**config.mk**
```make
export PLATFORM = sky130hd
export DESIGN_NAME = pbc_prbs_lfsr_flat
export DESIGN_NICKNAME = d
export VERILOG_FILES = /design/src/core/pbc_pkg.sv /design/src/core/pbc_lfsr_if.sv /design/src/core/pbc_prbs_lfsr.sv /design/src/flat_wrapper.sv
export SDC_FILE = /design/constraint.sdc
export NUM_CORES = 1
export LEC_CHECK = 0
export ABC_AREA = 1
export BUFFER_PORTS_ARGS = -buffer_cell sky130_fd_sc_hd__buf_4
export CAP_MARGIN = 25
export CORE_MARGIN = 2
export CORE_UTILIZATION = 63
export CTS_CLUSTER_DIAMETER = 100
export CTS_CLUSTER_SIZE = 40
export DETAILED_ROUTE_END_ITERATION = 16
export PLACE_DENSITY = 0.82
export SETUP_SLACK_MARGIN = 0.5
export SLEW_MARGIN = 30
export SYNTH_ARGS = -nofsm -noshare
export SYNTH_HDL_FRONTEND = slang
export SYNTH_SLANG_ARGS = --single-unit
```
**constraint.sdc**
```tcl
create_clock -name core_clk -period 6.2 [get_ports core_clk]
set_input_delay 1.86 -clock core_clk [delete_from_list [all_inputs] [get_ports core_clk]]
set_output_delay 1.86 -clock core_clk [all_outputs]
set_load 0.005 [all_outputs]
```
**src/core/pbc_pkg.sv**
```systemverilog
package pbc_pkg;
    // core clock rate, used to turn times into cycle counts
    localparam int CLK_MHZ = 25;

    // register byte addresses
    localparam logic [7:0] ADDR_CTRL = 8'h00;
    localparam logic [7:0] ADDR_TOT_LIM = 8'h04;
    localparam logic [7:0] ADDR_ERR_LIM = 8'h08;
    localparam logic [7:0] ADDR_BIT_CNT = 8'h0C;
    localparam logic [7:0] ADDR_ERR_CNT = 8'h10;
    localparam logic [7:0] ADDR_STATUS = 8'h14;

    // control register fields
    localparam int CTRL_SEL_LSB = 0;
    localparam int CTRL_CLK_POL = 3;
    localparam int CTRL_DATA_INV = 4;
    localparam int CTRL_GATE_EN = 5;
    localparam int CTRL_GATE_POL = 6;
    localparam int CTRL_INTEG = 7;
    localparam int CTRL_RUN = 8;
    localparam int CTRL_W = 9;

    // status register fields
    localparam int STS_DONE = 0;
    localparam int STS_BY_TOT = 1;
    localparam int STS_BY_ERR = 2;
    localparam int STS_LOCKED = 3;
    localparam int STS_CLK_ACT = 4;
    localparam int STS_DATA_ACT = 5;
    localparam int STS_SLIP = 6;

    // values after reset: degree 9, rising clock edge, stopped
    localparam logic [8:0] CTRL_RESET = 9'h008;
    localparam logic [31:0] TOT_LIM_RESET = 32'h000F_4240;
    localparam logic [31:0] ERR_LIM_RESET = 32'h0000_0064;

    // activity window: a line is active if it toggled within this time
    localparam int ACT_WIN_NS = 10000;
    localparam int ACT_WIN_CYC = ACT_WIN_NS * CLK_MHZ / 1000;
    localparam logic [7:0] ACT_WIN_LOAD = 8'(ACT_WIN_CYC);

    // polynomial selection codes
    localparam logic [2:0] PRBS_DEGREE9 = 3'h0;
    localparam logic [2:0] PRBS_DEGREE11 = 3'h1;
    localparam logic [2:0] PRBS_DEGREE15 = 3'h2;
    localparam logic [2:0] PRBS_DEGREE16 = 3'h3;
    localparam logic [2:0] PRBS_DEGREE20 = 3'h4;
    localparam logic [2:0] PRBS_DEGREE21 = 3'h5;
    localparam logic [2:0] PRBS_DEGREE23 = 3'h6;

    // feedback tap masks (bit k-1 for tap k), degrees, output inversion
    localparam logic [22:0] PRBS_TAPS [7] = '{23'h000108, 23'h000402,
        23'h004001, 23'h008016, 23'h080004, 23'h100002, 23'h400010};
    localparam logic [4:0] PRBS_DEG [7] = '{5'h09, 5'h0B, 5'h0F, 5'h10,
        5'h14, 5'h15, 5'h17};
    localparam logic [6:0] PRBS_INV = 7'h44;

    typedef enum logic [1:0] {ST_IDLE, ST_RUN, ST_DONE} pbc_state_type;
endpackage

```
**src/core/pbc_lfsr_if.sv**
```systemverilog
`timescale 1ns/100ps
interface pbc_lfsr_if;
    logic clear;
    logic shift;
    logic rx_bit;
    logic [2:0] sel;
    logic pred_bit;
    logic locked;
    logic miss;
    modport ctl(output clear, output shift, output rx_bit, output sel,
        input pred_bit, input locked, input miss);
    modport lfsr(input clear, input shift, input rx_bit, input sel,
        output pred_bit, output locked, output miss);
endinterface

```
**src/core/pbc_prbs_lfsr.sv**
```systemverilog
`timescale 1ns/100ps
module pbc_prbs_lfsr (
    input wire logic core_clk,
    input wire logic reset,
    pbc_lfsr_if.lfsr lf
);
    logic [22:0] sr_q;
    logic [4:0] fill_q;
    logic lock_q;
    logic [2:0] idx;
    logic fb;

    // unused code 7 falls back to degree 9
    always_comb begin
        idx = (lf.sel > pbc_pkg::PRBS_DEGREE23) ? pbc_pkg::PRBS_DEGREE9 : lf.sel;
        fb = ^(sr_q & pbc_pkg::PRBS_TAPS[idx]);
    end

    assign lf.pred_bit = fb;
    assign lf.locked = lock_q;
    assign lf.miss = lock_q & (lf.rx_bit != fb);

    // one register: filled from the line, then running on its own feedback
    always_ff @(posedge core_clk) begin
        if (reset) begin
            sr_q <= 23'h000000;
        end else if (lf.shift) begin
            sr_q <= {sr_q[21:0], lock_q ? fb : lf.rx_bit};
        end
    end

    // lock after exactly degree bits, never more than 23 so within 24
    always_ff @(posedge core_clk) begin
        if (reset || lf.clear) begin
            fill_q <= 5'h00;
            lock_q <= 1'h0;
        end else if (lf.shift && !lock_q) begin
            if (fill_q == pbc_pkg::PRBS_DEG[idx] - 5'h01) begin
                lock_q <= 1'h1;
            end else begin
                fill_q <= fill_q + 5'h01;
            end
        end
    end
endmodule

```
**src/flat_wrapper.sv**
```systemverilog
// flat-port wrapper written by rule: the top's interface ports become plain ports
module pbc_prbs_lfsr_flat 
  (core_clk, reset, lf_clear, lf_shift, lf_rx_bit, lf_sel, lf_pred_bit, lf_locked, lf_miss);
  pbc_lfsr_if lf_i ();
  input wire logic core_clk;
  input wire logic reset;
  input wire logic [$bits(lf_i.clear)-1:0] lf_clear;
  input wire logic [$bits(lf_i.shift)-1:0] lf_shift;
  input wire logic [$bits(lf_i.rx_bit)-1:0] lf_rx_bit;
  input wire logic [$bits(lf_i.sel)-1:0] lf_sel;
  output wire logic [$bits(lf_i.pred_bit)-1:0] lf_pred_bit;
  output wire logic [$bits(lf_i.locked)-1:0] lf_locked;
  output wire logic [$bits(lf_i.miss)-1:0] lf_miss;
  assign lf_i.clear = lf_clear;
  assign lf_i.shift = lf_shift;
  assign lf_i.rx_bit = lf_rx_bit;
  assign lf_i.sel = lf_sel;
  assign lf_pred_bit = lf_i.pred_bit;
  assign lf_locked = lf_i.locked;
  assign lf_miss = lf_i.miss;
  pbc_prbs_lfsr u_core (.core_clk(core_clk), .reset(reset), .lf(lf_i));
endmodule
```
==> results_dict.tcl, run 1 <==
set metrics [dict create \
    status "finished, final reports clean" \
    stdcell_area_sq_um 1730 \
    diodes 0 \
    root_buffer "clkbuf_4" \
    ant_nets 0 \
    syn_inst 230 \
    maxCapViolCount 0 \
    dp_hpwl_mm 2.35 \
    finalSetupViolations 0 \
    cts_max_level 2 \
    die_h_um 53.6 \
    placed_area_sq_um 1620 \
    std_cell_rows 17 \
    p_leak_nw 0.798 \
    vias 1488 \
    peakVddDrop_mv 0.231 \
    drt-wirelength-per-cell_um 12.3 \
    slew_viol_final 0 \
    grt_pass1_wl_mm 5.17 \
    drc 0 \
    layout_commonest_cell "nor2_1" \
    synth_edf_count 0 \
    overflow 0 \
    critPathKind "input port to output port" \
    path_common_cell "nand2_1" \
    grt_usage_pct 25.2 \
    hold_class "flip-flop to flip-flop" \
    period_share_pct 89.5 \
    synthDistinctLibCells 24 \
    grt_max_degree 28 \
    cp_max_fo 9 \
    final.setup.tns_ns 0 \
    num-nets-final 252 \
    crit_slowest_cell "ha_1" \
    wl_mm 3.28 \
    rsz0062_at_grt "no" \
    slowest_delay_ns 0.24 \
    cts_hold_buf 0 \
    fmax_mhz 180 \
    critPathCaptureType "output port" \
    grt_pass1_vias 1265 \
    antenna_found_initial 0 \
    fin_util_pct 75.8 \
    tritoncts "built" \
    cp.arrival_ns 3.69 \
    firstDrtPassIters 4 \
    syn_area_per_cell_sq_um 6.73 \
    dieArea_sq_um 2870 \
    syn_nets 244 \
    crit_buf_inv 3 \
    finalWorstPathRequiredPeriod_ns 5.55 \
    min-delay-start "u_core.sr_q[17]" \
    hold_viol 0 \
    tightest_slew_ns 0.622 \
    cts_num_sinks 29 \
    die_w_um 53.6 \
    cp_data_required_time_ns 4.34 \
    worstReg2RegStart "u_core.fill_q[2]" \
    max_slew_margin_pct 58.5 \
    p_per_area_nw_per_um2 247 \
    io_buffers 10 \
    clock_path_buffers 2 \
    ys_ff_latch 29 \
    path_delay_family "simple AND/OR/NAND/NOR gates" \
    fin_skew_ns 0.00742 \
    yosysSeqAreaShare_pct 37.5 \
    area_growth_pct 11.4 \
    clk_latency_ns 0.32 \
    via_per_inst 5.57 \
    crit_start "lf_sel[2]" \
    drt_iter0_markers 46 \
    cts_setup_buffers 0 \
    async_reset_ff_share_pct 0 \
    drive_gt1_share_pct 12.6 \
    ys_warn_count 0 \
    final_cell_mix "nor2_1, o21ai_0, nand2_1" \
    mappedNetlistArea_sq_um 1550 \
    ios 11 \
    cts_buffers 5 \
    worstPathCellList "buf_4 > nand3_2 > nand2_2 > ha_1 > nand2_1 > nor2_1 > inv_1 > o21ai_0 > nand3_1 > nand2_1 > nand2_2 > nand2_1 > nand2_1 > nor2_1 > buf_4" \
    initial_core_util_pct 68.1 \
    core-area_sq_um 2280 \
    cts.clk_slew.worst_paths_ns 0.09 \
    synthFlopType "dfxtp_1" \
    critPathLaunchType "input port" \
    gp_congestion 0.949 \
]
[path summary, 6_finish.rpt]
path / to / slack, ns / cells past startpoint
hold / removal: u_core.sr_q[18] / 0.48 / 2
hold reg to reg: u_core.sr_q[18] / 0.48 / 2
setup / recovery: lf_miss / 0.65 / 15
setup reg to reg: u_core.fill_q[3] / 4.61 / 8
[worst reg2reg max path: stages, from the launching register on]
cell,delay [ns]
dfxtp_1,0.41
xnor2_1,0.15
xor2_1,0.17
nor2_1,0.07
nand2_2,0.12
nand2_2,0.08
or2_0,0.24
o21ai_0,0.18
a21oi_1,0.06
[metal layers]
| metal | track usage, % | vias to the layer above | routed length, um |
|---|---|---|---|
| met3 | 7.50 | 6 | 208 |
| met2 | 40.9 | 54 | 1560 |
| li1 | - | 763 | - |
| met4 | 11.1 | 0 | 77 |
| met1 | 30.7 | 665 | 1430 |
| met5 | 0 | - | 0 |
[synth_stat cells (3+ instances only)]
master	instances	share of area, %
nand2_1	32	7.8
nand3_1	14	4.5
xor2_1	4	2.3
clkbuf_1	7	1.7
nand2_2	3	1.2
inv_1	24	5.8
nand4_1	5	2.0
ha_1	6	4.8
a21oi_1	13	4.2
nor2_1	45	11
o21ai_0	35	11
dfxtp_1	29	37
[sequential cells by signal (all words and copies together) (netlist names)]
| signal | flops |
|---|---|
| u_core.lf.locked | 1 |
| u_core.fill_q | 5 |
| u_core.sr_q | 23 |
[power breakdown]
part / internal, mW / switching [mW] / total [mW]
Clock: 0.0962 / 0.0636 / 0.160
Sequential: 0.196 / 0.00644 / 0.203
Combinational: 0.0231 / 0.0397 / 0.0628
Total: 0.316 / 0.110 / 0.425
[cells by family after synthesis]
family	count (synthesis)	share of synthesized area [%]
AND/OR/NAND/NOR	105	29.4
AO/OA/AOI/OAI	51	16.9
buffers and inverters	34	8.56
flip-flops	29	37.5
adder cells (fa/ha/maj)	6	4.85
XOR/XNOR	5	2.83
[through the flow]
| step | total power [mW] | worst slack [ns] | hold WS, ns | cells |
|---|---|---|---|---|
| 2_1_floorplan | 0.250 | 0.932 | 0.443 | 230 |
| 3_3_place_gp | 0.264 | 0.708 | 0.459 | 259 |
| 3_5_place_dp | 0.267 | 0.648 | 0.465 | 259 |
| 4_1_cts | 0.426 | 0.631 | 0.482 | 267 |
| 5_1_grt | 0.445 | 0.531 | 0.506 | 267 |
| 6_report | 0.425 | 0.652 | 0.483 | 267 |
[timing repair]
action | CTS | global route
endpoints found under the hold margin | 0 | 0
resized for setup | 0 | 6
setup endpoints to repair | 0 | 1
[layout make-up]
class | instances | area (sq um)
clock buffers | 7 | 55.1
clock inverters | 1 | 30.0
fillers | 178 | 551
inverters | 25 | 93.8
multi-input cells | 167 | 856
flip-flops and latches | 29 | 581
well taps | 28 | 35.0
repair buffers | 10 | 75.1
Note: power is estimated with default switching activity, not from simulation.
==> inputs of run 2 (changes only) <==
--- a/config.mk
+++ b/config.mk
@@ -9,11 +9,11 @@
 export BUFFER_PORTS_ARGS = -buffer_cell sky130_fd_sc_hd__buf_4
 export CAP_MARGIN = 25
 export CORE_MARGIN = 2
-export CORE_UTILIZATION = 63
+export CORE_UTILIZATION = 40
 export CTS_CLUSTER_DIAMETER = 100
 export CTS_CLUSTER_SIZE = 40
 export DETAILED_ROUTE_END_ITERATION = 16
-export PLACE_DENSITY = 0.82
+export PLACE_DENSITY = 0.56
 export SETUP_SLACK_MARGIN = 0.5
 export SLEW_MARGIN = 30
 export SYNTH_ARGS = -nofsm -noshare
==> run 2 against run 1 <==
- wire length is 1.7% lower
- sequential power about the same
- largest power group unchanged
- die area up 53%
- sequential share of layout area shrank 0.79 points
- via count down 5.0%
- non-clock buffer count unchanged
- sequential cell count is the same
- clock-buffer cell count down 1
- global-route usage shrank 7.8 points
- critical path type unchanged
- core utilization down 28 points
- power down 0.25%
==> results_dict.tcl, run 2 (synthesized netlist as in run 1, its figures left out) <==
set metrics [dict create \
    grt_pass1_vias 1282 \
    largest-register "u_core.sr_q" \
    layout_commonest_cell "nor2_1" \
    vias 1414 \
    cts_resized 0 \
    placed_area_sq_um 1650 \
    fin_skew_ns 0.00468 \
    whs_ns 0.480 \
    cts_max_level 2 \
    dp_hpwl_mm 2.31 \
    die_w_um 66.2 \
    via_per_inst 4.94 \
    maxCapViolCount 0 \
    cp_data_required_time_ns 4.34 \
    critPathLaunchType "input port" \
    ios 11 \
    finalWorstSetupSlack_ns 0.787 \
    status "finished, final reports clean" \
    p_per_area_nw_per_um2 240 \
    cts.clk_slew.worst_paths_ns 0.06 \
    hold_viol 0 \
    diodes 0 \
    slew_viol_final 0 \
    max_slew_margin_pct 56.4 \
    critPathKind "input port to output port" \
    overflow 0 \
    tritoncts "built" \
    use_met1_pct 24.6 \
    io_buffers 10 \
    final_cell_mix "nor2_1, o21ai_0, nand2_1" \
    finalSetupViolations 0 \
    period_share_pct 87.3 \
    cts_setup_buffers 0 \
    drt-wirelength-per-cell_um 11.3 \
    grt_max_degree 28 \
    wl_mm 3.22 \
    timing.reg2reg.worst_path_depth 8 \
    cp.arrival_ns 3.55 \
    ant_nets 0 \
    largest_register_ffs 23 \
    finalWorstPathRequiredPeriod_ns 5.41 \
    met2_usage_pct 24.3 \
    dieArea_sq_um 4390 \
    cts_num_sinks 29 \
    drt_iter0_markers 87 \
    met3_usage_pct 5.11 \
    drive_gt1_share_pct 12.2 \
    fillers 395 \
    hold_path_depth 2 \
    clock_path_buffers 2 \
    firstDrtPassIters 4 \
    initial_core_util_pct 42.0 \
    fmax_mhz 185 \
    root_buffer "clkbuf_8" \
    grt_usage_pct 17.4 \
    clk_latency_ns 0.28 \
    final.setup.tns_ns 0 \
    cp_max_fo 8 \
    p_leak_nw 0.799 \
    peakVddDrop_mv 0.138 \
    cts_hold_buf 0 \
    tightest_slew_ns 0.654 \
    grt-busiest-layer "met1" \
    stdcell_area_sq_um 1770 \
    core-area_sq_um 3690 \
    die_h_um 66.2 \
    critPathCaptureType "output port" \
    antenna_found_initial 0 \
    std_cell_rows 22 \
    area_growth_pct 14.1 \
    rsz0062_at_grt "no" \
    pre_cts_ws_ns 0.694 \
    cts_buffers 5 \
    hold_class "flip-flop to flip-flop" \
    drc 0 \
    gp_congestion 0.849 \
    num-nets-final 252 \
    grt_pass1_wl_mm 5.79 \
]
==> run 2: cell types whose count changed in the layout (fill, tap and decap cells not counted), sizes merged <==
cell      before  now
clkinvlp       0    1
clkbuf         7    6
bufinv         1    0
==> run 2: layout make-up <==
type | instances | area (sq um) | area share (%)
clock buffers | 6 | 82.6 | 4.67
well taps | 48 | 60.1 | 3.40
multi-input cells | 167 | 860 | 48.7
inverters | 25 | 93.8 | 5.31
flip-flops and latches | 29 | 581 | 32.9
repair buffers | 10 | 82.6 | 4.67
clock inverters | 1 | 7.51 | 0.425
==> run 2: worst paths after layout <==
check                                 startpoint          endpoint  slack, ns
worst min register to register   u_core.sr_q[12]   u_core.sr_q[13]       0.48
worst max register to register  u_core.fill_q[2]  u_core.fill_q[3]       4.65
worst min-delay path             u_core.sr_q[12]   u_core.sr_q[13]       0.48
worst max-delay path                   lf_sel[0]           lf_miss       0.79
==> run 2: power breakdown <==
group	switching, mW	internal, mW	leakage, nW	total (mW)
Combinational	0.0387	0.0235	0.517	0.0622
Sequential	0.00627	0.197	0.239	0.203
Clock	0.0717	0.0875	0.0433	0.159
==> run 2: critical path: stages <==
cell and delay [ns]:
buf_4 0.15, nand3_4 0.10, nand2_2 0.09, inv_1 0.06, ha_1 0.21, inv_1 0.06, nand3_1 0.08, nand2_1 0.08
inv_1 0.04, nand2_1 0.07, nand3_1 0.07, nand2_1 0.07, nand2_1 0.05, nand2_1 0.07, nand2_1 0.05, nand2_1 0.06
nand2_2 0.08, nand2_1 0.06, nand2_1 0.05, nor2_2 0.08, buf_4 0.11
==> run 2: routing by layer <==
layer	wire, um	vias up
met5	0	-
met4	56	0
met3	128	6
li1	-	759
met2	1290	19
met1	1750	630
==> run 2: stage by stage <==
stage | util [%] | power (mW) | std cells
6_report | 47.9 | 0.424 | 286
5_1_grt | 47.9 | 0.449 | 286
4_1_cts | 47.0 | 0.428 | 286
3_5_place_dp | 44.6 | 0.267 | 279
3_3_place_gp | 44.6 | 0.267 | 279
2_1_floorplan | - | 0.250 | 230
